<file path="src/logic/scrb_pkg.sv">
// package: register map, field layout, reset values and decode tables of the config bank
package scrb_pkg;

  // ==========================================================
  // register indices; the byte address on the bus is the index times four
  localparam logic [9:0] IDX_SENSOR   = 10'h04d;
  localparam logic [9:0] IDX_OPER     = 10'h04e;
  localparam logic [9:0] IDX_LINK_A   = 10'h04f;
  localparam logic [9:0] IDX_LINK_B   = 10'h050;
  localparam logic [9:0] IDX_THR_LO   = 10'h051;
  localparam logic [9:0] IDX_THR_HI   = 10'h052;
  localparam logic [9:0] IDX_IN9      = 10'h053;
  localparam logic [9:0] IDX_LOCK     = 10'h060;
  localparam int         IDX_SHIFT    = 2;

  // ==========================================================
  // reset values
  localparam logic [7:0] RST_SENSOR   = 8'h00;
  localparam logic [7:0] RST_OPER     = 8'h09;
  localparam logic [7:0] RST_LINK_A   = 8'ha4;
  localparam logic [7:0] RST_LINK_B   = 8'h0d;
  localparam logic [7:0] RST_THR      = 8'h00;
  localparam logic [7:0] RST_IN9      = 8'h00;

  // ==========================================================
  // writable bit masks; reserved bits stay zero
  localparam logic [7:0] MASK_FULL    = 8'hff;
  localparam logic [7:0] MASK_OPER    = 8'h7f;
  localparam logic [7:0] MASK_IN9     = 8'h1f;

  // ==========================================================
  // field positions
  localparam int ADC_HI = 7;
  localparam int ADC_LO = 4;
  localparam int OL_HI  = 3;
  localparam int OL_LO  = 0;
  localparam int KDL_HI = 6;
  localparam int KDL_LO = 5;
  localparam int SRC_B  = 4;
  localparam int ARS_B  = 3;
  localparam int ARE_B  = 2;
  localparam int PWD_HI = 1;
  localparam int PWD_LO = 0;
  localparam int DIV_HI = 7;
  localparam int DIV_LO = 5;
  localparam int DRV_B  = 4;
  localparam int ADM_B  = 3;
  localparam int PAR_B  = 2;
  localparam int FMT_HI = 1;
  localparam int FMT_LO = 0;
  localparam int FA_HI  = 7;
  localparam int FA_LO  = 4;
  localparam int TOE_B  = 3;
  localparam int LIN_HI = 2;
  localparam int LIN_LO = 1;
  localparam int CAN_B  = 0;
  localparam int IN9_HI = 4;

  // ==========================================================
  // decode constants
  localparam logic [3:0] CUR_SAT_CODE = 4'hb;
  localparam logic [7:0] CUR_SAT_UA   = 8'ha0;
  localparam logic [7:0] CUR_STEP_UA  = 8'h0a;
  localparam logic [7:0] CUR_HI_BASE  = 8'h64;
  localparam logic [7:0] CUR_HI_STEP  = 8'h14;
  localparam logic [4:0] IN9_MAX_CODE = 5'h13;
  localparam logic [4:0] IN9_FIRST    = 5'h05;
  localparam logic [1:0] FMT_NO_ADDR  = 2'h0;
  localparam logic [1:0] LIN_LINK     = 2'h1;
  localparam logic [1:0] LIN_FLASH    = 2'h2;

  typedef enum logic [1:0] {
    SCRB_LIN_RX_ONLY,
    SCRB_LIN_KLINE,
    SCRB_LIN_FLASH
  } scrb_lin_mode_e;

endpackage : scrb_pkg

</file>
<file path="src/logic/scrb_config_bank.sv">
// module: lockable configuration register bank on a classic wishbone slave
// Functional notes
// - upper sensor nibble picks adc current, 10..160 uA ladder, saturates, resets zero.
// - lower sensor nibble picks open-load current, same ladder, resets zero.
// - all configuration registers except the lock register ignore software writes while the lock bit is one.
// - key-off delay bits 6:5 give 100/200/400/800 ms, reset 00.
// - off-timer source bit 4: zero key falling edge, one start command.
// - operation bit 3 chooses afterrun reset, resets to one.
// - operation bit 2 enables afterrun mode, resets to zero.
// - power-down time bits 1:0 give 100..400 ms, reset 01.
// - divider bits 7:5 map to 64,4,8,16,32,64,128,256, reset 101.
// - link bit 4 picks open drain (0) or push-pull (1), reset 0.
// - address mode bit 3: increment A2..A3 per read, or fixed address.
// - parity bit 2: zero odd, one even, reset one.
// - format bits 1:0: 00 no address, else address frames, reset 00.
// - fixed upstream address bits 7:4 of second link register, reset 0000.
// - second link bit 3 enables transmit timeout, reset one.
// - lin mode bits 2:1: 00/11 receive only, 01 link, 10 flash.
// - second link bit 0: zero can receive only, one high speed.
// - 16-bit off-timer threshold split into low and high byte, reset zero.
// - input 9 field bits 4:0, codes 0..3 select outputs 5..8.
// - input 9 codes continue by one per output up to code 10011.
//
// The Wishbone slave port is this design's own decision.
`timescale 1ns/1ps
module scrb_config_bank
  import scrb_pkg::*;
(
  input  wire logic        clk_i,
  input  wire logic        rst_i,
  input  wire logic        wb_cyc_i,
  input  wire logic        wb_stb_i,
  input  wire logic        wb_we_i,
  input  wire logic [11:0] wb_adr_i,
  input  wire logic [31:0] wb_dat_i,
  input  wire logic [3:0]  wb_sel_i,
  output logic      [31:0] wb_dat_o,
  output logic             wb_ack_o,
  output logic             wb_err_o,
  output logic      [7:0]  sensor_adc_current_ua_o,
  output logic      [7:0]  sensor_openload_current_ua_o,
  output logic      [1:0]  key_off_delay_sel_o,
  output logic             off_timer_start_source_o,
  output logic             afterrun_reset_sel_o,
  output logic             afterrun_enable_o,
  output logic      [1:0]  power_down_time_sel_o,
  output logic      [8:0]  upstream_divide_ratio_o,
  output logic             serial_out_push_pull_o,
  output logic             upstream_address_mode_o,
  output logic             upstream_even_parity_o,
  output logic             upstream_with_address_o,
  output logic      [3:0]  upstream_fixed_address_o,
  output logic             tx_timeout_enable_o,
  output logic      [1:0]  lin_mode_o,
  output logic             can_high_speed_o,
  output logic      [15:0] off_timer_threshold_o,
  output logic      [4:0]  input9_output_select_o,
  output logic      [4:0]  input9_output_number_o,
  output logic             input9_select_valid_o,
  output logic             lock_o
);

  // ==========================================================
  // decode helpers
  // current ladder in uA: 10 uA steps, then 20 uA steps, saturating
  function automatic logic [7:0] cur_ua(input logic [3:0] code);
    logic [7:0] c;
    c = {4'h0, code};
    if (code > CUR_SAT_CODE)
      cur_ua = CUR_SAT_UA;
    else if (code[3])
      cur_ua = 8'(CUR_HI_BASE + CUR_HI_STEP * {5'h0, code[2:0]});
    else
      cur_ua = 8'(CUR_STEP_UA * (c + 8'h01));
  endfunction : cur_ua

  // masked byte write respecting reserved bits
  function automatic logic [7:0] wr_byte(input logic [7:0] old, input logic [7:0] d,
                                         input logic [7:0] m);
    wr_byte = (d & m) | (old & ~m);
  endfunction : wr_byte

  // ==========================================================
  // registers
  logic [7:0] sensor_current_config;
  logic [7:0] operation_config;
  logic [7:0] link_config_a;
  logic [7:0] link_config_b;
  logic [7:0] off_timer_threshold_low;
  logic [7:0] off_timer_threshold_high;
  logic [7:0] input9_assignment;
  logic       lock;

  logic [9:0] idx;
  logic       req;
  logic       hit;
  logic       wr_ok;
  logic [7:0] next_rdata;

  assign idx   = wb_adr_i[11:IDX_SHIFT];
  assign req   = wb_cyc_i && wb_stb_i && !wb_ack_o && !wb_err_o;
  // lock blocks every config write but not the lock register itself
  assign wr_ok = req && hit && wb_we_i && wb_sel_i[0] && !lock;

  // address decode and read mux
  always_comb begin
    hit        = 1'b1;
    next_rdata = 8'h00;
    case (idx)
      IDX_SENSOR: next_rdata = sensor_current_config;
      IDX_OPER:   next_rdata = operation_config;
      IDX_LINK_A: next_rdata = link_config_a;
      IDX_LINK_B: next_rdata = link_config_b;
      IDX_THR_LO: next_rdata = off_timer_threshold_low;
      IDX_THR_HI: next_rdata = off_timer_threshold_high;
      IDX_IN9:    next_rdata = input9_assignment;
      IDX_LOCK:   next_rdata = {7'h00, lock};
      default:    hit = 1'b0;
    endcase
  end

  // ==========================================================
  // bus answer: ack one cycle after request, err for unmapped address
  always_ff @(posedge clk_i) begin
    if (rst_i) begin
      wb_ack_o <= 1'b0;
      wb_err_o <= 1'b0;
      wb_dat_o <= 32'h0000_0000;
    end else begin
      wb_ack_o <= req && hit;
      wb_err_o <= req && !hit;
      if (req && hit && !wb_we_i)
        wb_dat_o <= {24'h00_0000, next_rdata};
    end
  end

  // lock bit, always writable
  always_ff @(posedge clk_i) begin
    if (rst_i)
      lock <= 1'b0;
    else if (req && wb_we_i && wb_sel_i[0] && idx == IDX_LOCK)
      lock <= wb_dat_i[0];
  end

  // sensor current register
  always_ff @(posedge clk_i) begin
    if (rst_i)
      sensor_current_config <= RST_SENSOR;
    else if (wr_ok && idx == IDX_SENSOR)
      sensor_current_config <= wb_dat_i[7:0];
  end

  // operation register, bit 7 reserved
  always_ff @(posedge clk_i) begin
    if (rst_i)
      operation_config <= RST_OPER;
    else if (wr_ok && idx == IDX_OPER)
      operation_config <= wr_byte(operation_config, wb_dat_i[7:0], MASK_OPER);
  end

  // link registers
  always_ff @(posedge clk_i) begin
    if (rst_i) begin
      link_config_a <= RST_LINK_A;
      link_config_b <= RST_LINK_B;
    end else begin
      if (wr_ok && idx == IDX_LINK_A)
        link_config_a <= wb_dat_i[7:0];
      if (wr_ok && idx == IDX_LINK_B)
        link_config_b <= wb_dat_i[7:0];
    end
  end

  // threshold bytes
  always_ff @(posedge clk_i) begin
    if (rst_i) begin
      off_timer_threshold_low  <= RST_THR;
      off_timer_threshold_high <= RST_THR;
    end else begin
      if (wr_ok && idx == IDX_THR_LO)
        off_timer_threshold_low <= wb_dat_i[7:0];
      if (wr_ok && idx == IDX_THR_HI)
        off_timer_threshold_high <= wb_dat_i[7:0];
    end
  end

  // input 9 assignment, bits 7:5 reserved
  always_ff @(posedge clk_i) begin
    if (rst_i)
      input9_assignment <= RST_IN9;
    else if (wr_ok && idx == IDX_IN9)
      input9_assignment <= wr_byte(input9_assignment, wb_dat_i[7:0], MASK_IN9);
  end

  // ==========================================================
  // decoded settings toward the consumers
  always_comb begin
    case (link_config_a[DIV_HI:DIV_LO])
      3'h1:    upstream_divide_ratio_o = 9'h004;
      3'h2:    upstream_divide_ratio_o = 9'h008;
      3'h3:    upstream_divide_ratio_o = 9'h010;
      3'h4:    upstream_divide_ratio_o = 9'h020;
      3'h6:    upstream_divide_ratio_o = 9'h080;
      3'h7:    upstream_divide_ratio_o = 9'h100;
      default: upstream_divide_ratio_o = 9'h040;
    endcase
  end

  // lin mode: codes 00 and 11 both mean receive only
  always_comb begin
    case (link_config_b[LIN_HI:LIN_LO])
      LIN_LINK:  lin_mode_o = SCRB_LIN_KLINE;
      LIN_FLASH: lin_mode_o = SCRB_LIN_FLASH;
      default:   lin_mode_o = SCRB_LIN_RX_ONLY;
    endcase
  end

  assign sensor_adc_current_ua_o      = cur_ua(sensor_current_config[ADC_HI:ADC_LO]);
  assign sensor_openload_current_ua_o = cur_ua(sensor_current_config[OL_HI:OL_LO]);
  assign key_off_delay_sel_o      = operation_config[KDL_HI:KDL_LO];
  assign off_timer_start_source_o = operation_config[SRC_B];
  assign afterrun_reset_sel_o     = operation_config[ARS_B];
  assign afterrun_enable_o        = operation_config[ARE_B];
  assign power_down_time_sel_o    = operation_config[PWD_HI:PWD_LO];
  assign serial_out_push_pull_o   = link_config_a[DRV_B];
  assign upstream_address_mode_o  = link_config_a[ADM_B];
  assign upstream_even_parity_o   = link_config_a[PAR_B];
  assign upstream_with_address_o  = link_config_a[FMT_HI:FMT_LO] != FMT_NO_ADDR;
  assign upstream_fixed_address_o = link_config_b[FA_HI:FA_LO];
  assign tx_timeout_enable_o      = link_config_b[TOE_B];
  assign can_high_speed_o         = link_config_b[CAN_B];
  assign off_timer_threshold_o    = {off_timer_threshold_high, off_timer_threshold_low};
  assign input9_output_select_o   = input9_assignment[IN9_HI:0];
  // output number is code plus five, valid up to the last code
  assign input9_select_valid_o    = input9_output_select_o <= IN9_MAX_CODE;
  assign input9_output_number_o   = input9_select_valid_o ?
                                    5'(input9_output_select_o + IN9_FIRST) : 5'h00;
  assign lock_o                   = lock;

  // ==========================================================
  // checks
  property p_lock_freeze;
    @(posedge clk_i) disable iff (rst_i)
      lock ##1 (lock && $stable(lock)) |-> $stable(operation_config) && $stable(link_config_a);
  endproperty
  a_lock_freeze: assert property (p_lock_freeze) else $error("config changed while locked");

  property p_lock_thr;
    @(posedge clk_i) disable iff (rst_i)
      lock |=> $stable(off_timer_threshold_o) && $stable(input9_assignment) && $stable(sensor_current_config);
  endproperty
  a_lock_thr: assert property (p_lock_thr) else $error("threshold changed while locked");

  property p_write_lands;
    @(posedge clk_i) disable iff (rst_i)
      (wr_ok && idx == IDX_THR_HI) |=> off_timer_threshold_o[15:8] == $past(wb_dat_i[7:0]);
  endproperty
  a_write_lands: assert property (p_write_lands) else $error("threshold high write lost");

  property p_oper_reserved;
    @(posedge clk_i) disable iff (rst_i)
      ##1 !operation_config[7] && input9_assignment[7:5] == 3'h0;
  endproperty
  a_oper_reserved: assert property (p_oper_reserved) else $error("reserved bit set");

  property p_adc_sat;
    @(posedge clk_i) disable iff (rst_i)
      sensor_current_config[ADC_HI:ADC_LO] >= CUR_SAT_CODE |-> sensor_adc_current_ua_o == CUR_SAT_UA;
  endproperty
  a_adc_sat: assert property (p_adc_sat) else $error("adc current not saturated");

  property p_ol_low;
    @(posedge clk_i) disable iff (rst_i)
      sensor_current_config[OL_HI:OL_LO] == 4'h0 |-> sensor_openload_current_ua_o == CUR_STEP_UA;
  endproperty
  a_ol_low: assert property (p_ol_low) else $error("open-load current code zero wrong");

  property p_div_reset;
    @(posedge clk_i) disable iff (rst_i)
      $past(rst_i) |-> upstream_divide_ratio_o == 9'h040 && upstream_even_parity_o && !upstream_with_address_o;
  endproperty
  a_div_reset: assert property (p_div_reset) else $error("link reset value wrong");

  property p_lin_reset;
    @(posedge clk_i) disable iff (rst_i)
      $past(rst_i) |-> lin_mode_o == SCRB_LIN_FLASH && tx_timeout_enable_o && can_high_speed_o;
  endproperty
  a_lin_reset: assert property (p_lin_reset) else $error("second link reset value wrong");

  property p_oper_reset;
    @(posedge clk_i) disable iff (rst_i)
      $past(rst_i) |-> power_down_time_sel_o == 2'h1 && afterrun_reset_sel_o && !afterrun_enable_o;
  endproperty
  a_oper_reset: assert property (p_oper_reset) else $error("operation reset value wrong");

  property p_ack_pulse;
    @(posedge clk_i) disable iff (rst_i)
      wb_ack_o |=> !wb_ack_o;
  endproperty
  a_ack_pulse: assert property (p_ack_pulse) else $error("ack longer than one cycle");

  property p_in9_num;
    @(posedge clk_i) disable iff (rst_i)
      input9_output_select_o == 5'h03 |-> input9_output_number_o == 5'h08;
  endproperty
  a_in9_num: assert property (p_in9_num) else $error("input 9 code 3 not output 8");

  property p_in9_last;
    @(posedge clk_i) disable iff (rst_i)
      input9_output_select_o == IN9_MAX_CODE |-> input9_select_valid_o && input9_output_number_o == 5'h18;
  endproperty
  a_in9_last: assert property (p_in9_last) else $error("last input 9 code not output 24");

  property p_in9_invalid;
    @(posedge clk_i) disable iff (rst_i)
      input9_output_select_o > IN9_MAX_CODE |-> !input9_select_valid_o && input9_output_number_o == 5'h00;
  endproperty
  a_in9_invalid: assert property (p_in9_invalid) else $error("unassigned input 9 code accepted");

  property p_adc_step8;
    @(posedge clk_i) disable iff (rst_i)
      sensor_current_config[ADC_HI:ADC_LO] == 4'h8 |-> sensor_adc_current_ua_o == CUR_HI_BASE;
  endproperty
  a_adc_step8: assert property (p_adc_step8) else $error("adc current code 8 wrong");

  property p_ol_sat;
    @(posedge clk_i) disable iff (rst_i)
      sensor_current_config[OL_HI:OL_LO] >= CUR_SAT_CODE |-> sensor_openload_current_ua_o == CUR_SAT_UA;
  endproperty
  a_ol_sat: assert property (p_ol_sat) else $error("open-load current not saturated");

  property p_oper_lands;
    @(posedge clk_i) disable iff (rst_i)
      (wr_ok && idx == IDX_OPER) |=> key_off_delay_sel_o == $past(wb_dat_i[KDL_HI:KDL_LO]) &&
                                     off_timer_start_source_o == $past(wb_dat_i[SRC_B]);
  endproperty
  a_oper_lands: assert property (p_oper_lands) else $error("operation write lost");

  property p_link_a_lands;
    @(posedge clk_i) disable iff (rst_i)
      (wr_ok && idx == IDX_LINK_A) |=> link_config_a == $past(wb_dat_i[7:0]);
  endproperty
  a_link_a_lands: assert property (p_link_a_lands) else $error("first link write lost");

  property p_link_b_lands;
    @(posedge clk_i) disable iff (rst_i)
      (wr_ok && idx == IDX_LINK_B) |=> link_config_b == $past(wb_dat_i[7:0]);
  endproperty
  a_link_b_lands: assert property (p_link_b_lands) else $error("second link write lost");

  property p_lock_write;
    @(posedge clk_i) disable iff (rst_i)
      (req && wb_we_i && wb_sel_i[0] && idx == IDX_LOCK) |=> lock_o == $past(wb_dat_i[0]);
  endproperty
  a_lock_write: assert property (p_lock_write) else $error("lock write lost");

  property p_lane_ignored;
    @(posedge clk_i) disable iff (rst_i)
      (req && wb_we_i && !wb_sel_i[0]) |=> $stable(lock) && $stable(operation_config) && $stable(link_config_b);
  endproperty
  a_lane_ignored: assert property (p_lane_ignored) else $error("write without lane 0 stored");

  property p_answer;
    @(posedge clk_i) disable iff (rst_i)
      req |=> (wb_ack_o == $past(hit)) && (wb_err_o == !$past(hit));
  endproperty
  a_answer: assert property (p_answer) else $error("bus answer wrong after request");

  property p_rdata_upper;
    @(posedge clk_i) disable iff (rst_i)
      wb_ack_o |-> wb_dat_o[31:8] == 24'h00_0000;
  endproperty
  a_rdata_upper: assert property (p_rdata_upper) else $error("read data upper bits set");

  property p_misc_reset;
    @(posedge clk_i) disable iff (rst_i)
      $past(rst_i) |-> key_off_delay_sel_o == 2'h0 && !off_timer_start_source_o && !serial_out_push_pull_o &&
                       !upstream_address_mode_o && upstream_fixed_address_o == 4'h0 &&
                       off_timer_threshold_o == 16'h0000 && input9_output_select_o == 5'h00 && !lock_o;
  endproperty
  a_misc_reset: assert property (p_misc_reset) else $error("reset value wrong");

endmodule : scrb_config_bank

</file>
<file path="config.mk">
export PLATFORM = sky130hd
export DESIGN_NAME = scrb_config_bank
export DESIGN_NICKNAME = d
export VERILOG_FILES = /design/src/logic/scrb_pkg.sv /design/src/logic/scrb_config_bank.sv
export SDC_FILE = /design/constraint.sdc
export NUM_CORES = 1
export LEC_CHECK = 0
export ABC_AREA = 0
export BUFFER_PORTS_ARGS = -buffer_cell sky130_fd_sc_hd__buf_2
export CELL_PAD_IN_SITES_DETAIL_PLACEMENT = 1
export CELL_PAD_IN_SITES_GLOBAL_PLACEMENT = 1
export CORE_ASPECT_RATIO = 1.1
export CORE_UTILIZATION = 36
export DETAILED_ROUTE_END_ITERATION = 16
export GPL_TIMING_DRIVEN = 0
export PLACE_DENSITY = 0.86
export SLEW_MARGIN = 20
export SYNTH_ARGS = -nofsm -noshare
export SYNTH_HDL_FRONTEND = slang
export SYNTH_SLANG_ARGS = --single-unit
</file>
<file path="constraint.sdc">
create_clock -name clk_i -period 2.95 [get_ports clk_i]
set_input_delay 0.295 -clock clk_i [delete_from_list [all_inputs] [get_ports clk_i]]
set_output_delay 0.295 -clock clk_i [all_outputs]
set_load 0.005 [all_outputs]
</file>
# Yosys cells after proc, flatten, opt, wreduce, memory -nomap -nowiden
# Cells that the tools add are included.
# totals
latch_bits	0
register_bits	67
mem_bits_ro	0
memories	0
word_cells	76
mem_bits_rw	0
# op_classes
addsub	5
mux	9
order_cmp	3
shift	0
div	0
n_reduce_logical	26
multipliers	4
bitwise	2
n_eq_ne	16
# op_table
operator	n
10-bit by 7-bit equality test with 1-bit output (second input constant)	8
8-bit case mux with 8 select lines	1
9-bit case mux with 6 select lines	1
8-bit 2-to-1 mux	4
1-bit logical AND	19
7-bit by 8-bit adder with 8-bit output (first input constant)	2
3-bit by 5-bit multiplier with 7-bit output (first input constant)	2
3-bit by 3-bit multiplier with 6-bit output (first input constant)	2
4-bit by 1-bit adder with 5-bit output (second input constant)	2
3-bit equality test (second input constant)	3
4-bit greater-than comparator (second input constant)	2
5-bit by 8-bit bitwise OR with 8-bit output	1
7-bit by 8-bit bitwise OR with 8-bit output	1
8-bit OR reduction	1
3-bit by 2-bit equality test with 1-bit output (second input constant)	2
5-bit by 3-bit adder with 5-bit output (second input constant)	1
5-bit <= comparator (second input constant)	1
1-bit zero test	5
5-bit 2-to-1 mux	1
2-bit case mux with 2 select lines	1
3-bit by 1-bit equality test with 1-bit output (second input constant)	1
2-bit by 1-bit equality test with 1-bit output (second input constant)	1
2-bit equality test (second input constant)	1
2-bit nonzero test	1
1-bit 2-to-1 mux	1

# Longest topological paths before layout
# depth
depth_word	8
ltp_mapped	9
ltp_nobuf	8

# Worst setup path before layout
# OpenSTA, ideal clock, no wires.
# synth_timing
path_kind	reg2out
from	reg sensor_current_config[6]
to	out sensor_adc_current_ua_o[5]
slack_ns	0.566
stages_incl_launch_ff	10
arrival_time_ns	2.089
required_time_ns	2.655
path_cell_list	dfxtp_1 > clkbuf_1 > nand3_1 > xnor2_1 > ha_1 > ha_1 > inv_1 > fa_1 > nor2b_1 > a21oi_1
# synth_between
elab_chain_cells	4
# synth_lines
item	line	rtl
from (decl)	scrb_config_bank.sv:85	logic [7:0] sensor_current_config;
from (signal assigned)	scrb_config_bank.sv:150	sensor_current_config <= wb_dat_i[7:0];
4-bit by 1-bit adder with 5-bit output or 3-bit by 3-bit multiplier with 6-bit output (tied branches)	scrb_config_bank.sv:74, scrb_config_bank.sv:72	
3-bit by 5-bit multiplier with 7-bit output or 7-bit by 8-bit adder with 8-bit output (tied branches)	scrb_config_bank.sv:74, scrb_config_bank.sv:72	
8-bit 2-to-1 mux	scrb_config_bank.sv:71	else if (code[3])
8-bit 2-to-1 mux (*)	scrb_config_bank.sv:69	if (code > CUR_SAT_CODE)
to (decl)	scrb_config_bank.sv:40	output logic [7:0] sensor_adc_current_ua_o,
# Every way passes the cells marked *; elsewhere a longest branch is shown, timed or not.

# Worst setup path in the final report
# layout_timing
from	reg sensor_current_config[4]
to	out sensor_adc_current_ua_o[7]
# The elaborated chain is that of the path after synthesis.

==> reports/summary.md <==
• run status: complete, no violations
• later-pin clock latency in the skew report: 0.33 ns
• normalized max-slew margin: 45.99%
• number of flip-flops and latches in the synthesized netlist: 63
• estimated wirelength of the detail-placed design: 9416 um
• fill cell instance count of the final layout: 1,332
• number of nets in the layout: 658
• Max FO, Critical Path: 9
• clock slew at the register clock pins of the worst setup and hold paths: 0.06 ns
• crit path time final: 2.834 ns
• classification of the worst-slack hold path: input port to register
• destination of the worst register-to-register timing path: link_config_a[5]
• worst-case reg-to-reg path depth: 6
• Achievable Freq: 352.8 MHz
• crit-path cells: ha_2, xor2_1, ha_1, ha_1, a21o_1, a211oi_1, a21oi_1, buf_2
• type of the setup path with the least slack: register to output port
• worst-margin pin slew: 0.8067 ns
• pin count of the biggest net entering global routing: 12
• end-of-flow core utilization: 47.37%
• CP max stage delay: 0.42 ns
• Worst Hold Path Cells: 2
• mean instance size in the synthesized netlist: 9.135 um^2
• ys flop type: dfxtp_1
• CTS HTree Levels: 3
• TritonCTS sink count: 63
• Power Density: 391.1 nW/um^2
• Iteration-0 DRC Markers: 130
• Longest Clk Path Bufs: 2
• Max Transition Viols Final: 0
• global-route usage over all layers: 21.67%
• core area: 10,960 um^2
• final hold violation count: 0
• diode insertion count for antenna repair: 0
• starting density of the core: 37.09%
• post-synthesis cell type count: 55
• Maximum Capacitance Violations: 0
• number of global-route vias before repair: 3,882
• area of the mapped netlist: 4065 um^2
• Setup Total Neg Slack: 0 ns
• crit end category: output port
• Die Y: 113.5 um
• r2r setup slk: 0.62 ns
• kind of start point of the critical path: register
• most common library cell in the layout ignoring fill and taps: buf_2
• vias post-DR: 3,743
• proportion of synthesized chip area in sequential cells: 31.02%
• worst min-delay path startpoint: wb_dat_i[7]
• most used cells in the layout excluding fill and tap cells: buf_2 (103), nor2_1 (66), dfxtp_1 (59)
• footprint of the flip-flops and latches: 1269 um^2
• area enclosed by the die boundary: 11,720 um^2
• Worst EP required: 2.65 ns
• number of cells on the critical path: 8
• fraction of final layout cells with drive strength greater than 1: 32.71%
• Ports: 159
• count of buffering cells on the critical path with inverters included: 1
• count of flip-flops with a built-in enable after synthesis: 0
• Total Routed Length: 12,320 um
• number of vias per cell: 5.099
• post-synthesis instance total: 445
• count of synthesis-stage warnings from yosys: 0
• Remaining Overflow, GRT: 0
• dominant delay contributor by cell family on the critical path: adder cells
• Final Cycle Share: 96.08%
• hold worst-path end: link_config_a[7]
• worst-path cell with the longest stage delay: dfxtp_2
• CTS Hold Buffers Added: 0
• largest vdd supply drop: 0.0003388 V
• number of antenna-violating nets in the routed design: 0
• detail-routed net length per standard cell: 16.78 um
• multi-input logic area: 2517 um^2
• post-synthesis to final-layout area growth: 27.73%
• startpoint of the lowest-slack register-to-register path: wb_ack_o
• remaining routing DRC violations: 0
• final setup violating endpoints: 0
• number of CTS-inserted buffers: 9
• number of iterations in the first detailed-routing pass: 4
• leakage component of the power: 2.687 nW
• Critical Path AT: 2.54 ns
• number of antenna violations at the first check in global routing: 0
• weighted congestion at the end of routability-driven global placement: 0.8474
• # port buffers: 99
• buffer count from post-CTS setup fixing: 0
• horizontal extent of the die: 103.3 um
• global-route wire length before repair: 19,350 um
• buffer cell driving the clock tree root: clkbuf_16
• number of standard-cell rows in the floorplan: 40
• most numerous cell on the critical path: ha_1
• proportion of synthesized flip-flops having asynchronous set or reset: 0%
• worst setup skew after layout: 0.004932 ns
• CTS tree: done
layout make-up:
class	count	area share (%)
repair buffers	99	9.542
clock buffers	10	4.410
plain buffers	58	7.398
multi-input cells	337	48.48
well taps	147	3.542
inverters	14	1.012
clock inverters	6	1.181
flip-flops and latches	63	24.43
where the power goes:
| group | leakage, nW | switching, mW | internal (mW) |
|---|---|---|---|
| Combinational | 2.03 | 0.0871 | 0.0585 |
| Sequential | 0.510 | 0.000459 | 0.851 |
| Clock | 0.142 | 0.384 | 0.650 |
per-layer routing:
metal  vias to the layer above  track usage [%]  wire length (um)
li1                       1780                -                 -
met1                      1813            24.30              4855
met2                       118            39.64              6461
met3                        32            3.064               554
met4                         0            10.23               445
met5                         -                0                 0
cells in the mapped netlist (2+ instances only):
cell / instances / share of area [%]
o22ai_1: 6 / 0.92
and3b_1: 2 / 0.43
fa_1: 2 / 0.98
or2_2: 2 / 0.31
and3_1: 6 / 0.92
nor2_1: 66 / 6.1
a22oi_1: 15 / 2.8
a21o_1: 2 / 0.37
a2bb2oi_1: 4 / 0.86
mux2i_1: 49 / 12
o21ai_0: 9 / 1.1
buf_6: 2 / 0.55
buf_2: 4 / 0.49
clkbuf_1: 19 / 1.8
nand2b_1: 3 / 0.46
a21oi_1: 8 / 0.98
buf_4: 32 / 5.9
nand2_1: 11 / 1.0
nor3b_1: 4 / 0.74
nand3_1: 12 / 1.5
mux2_2: 10 / 2.8
nand4_2: 2 / 0.62
a211o_1: 10 / 2.2
mux4_2: 4 / 2.2
ha_1: 21 / 6.5
inv_1: 14 / 1.3
xnor2_1: 7 / 1.5
dfxtp_1: 63 / 31
a211oi_1: 2 / 0.37
nor2b_1: 14 / 2.2
xor2_1: 11 / 2.4
nor3_1: 6 / 0.74
worst max-delay path by stage:
| stage | from | to | slack [ns] |
|---|---|---|---|
| 5_1_grt | sensor_current_config[4] | sensor_adc_current_ua_o[7] | -0.03 |
| 6_report | sensor_current_config[4] | sensor_adc_current_ua_o[7] | 0.12 |
| 3_5_place_dp | sensor_current_config[6] | sensor_adc_current_ua_o[5] | 0.14 |
| 4_1_cts | sensor_current_config[6] | sensor_adc_current_ua_o[5] | 0.003 |
| 2_1_floorplan | sensor_current_config[6] | sensor_adc_current_ua_o[5] | 0.57 |
| 3_3_place_gp | sensor_current_config[6] | sensor_adc_current_ua_o[5] | 0.29 |
repair_timing:
item | in CTS | in global routing
setup endpoints to repair | 5 | 5
resized for setup | 8 | 15
endpoints found under the hold margin | 0 | 0
logic make-up (layout without fill, tap and decap cells):
kind of cell	after synthesis	count (layout)	share of synthesized area, %
and+or+nand+nor	142	142	18.68
buffers and inverters	72	187	10.10
AOI/OAI and AO/OA	63	63	11.73
muxes	63	63	17.05
DFF	63	63	31.02
adders and majority gates	23	23	7.448
xor gates and xnor gates	18	18	3.878
other	1	28	0.09225
flip-flops by register name (all words and copies together) (netlist names), 5 cells and up:
signal and count:
wb_dat_o 8, operation_config 7, link_config_a 8, sensor_current_config 8
off_timer_threshold_high 8, input9_assignment 5, link_config_b 8, off_timer_threshold_low 8
worst reg2reg max path: cells and delay by family (launching register included):
family                 cells  cell delay, ns
buffers and inverters      1            0.31
AO/OA/AOI/OAI              1            0.28
flip-flops                 1            0.32
AND/OR/NAND/NOR            4            1.30
per-stage QoR:
| step | hold slack, ns | total power, mW | cell area, um^2 | setup slack [ns] | cells |
|---|---|---|---|---|---|
| floorplan | 0.4129 | 0.9621 | 4167 | 0.5659 | 472 |
| global placement | 0.4747 | 1.009 | 4846 | 0.2938 | 718 |
| detailed placement | 0.4877 | 1.012 | 4846 | 0.1393 | 718 |
| CTS | 0.2648 | 2.040 | 5159 | 0.003047 | 734 |
| global route | 0.2885 | 2.085 | 5192 | -0.03356 | 734 |
| finish | 0.2685 | 2.031 | 5192 | 0.1156 | 734 |
(Power assumes the default switching activity.)
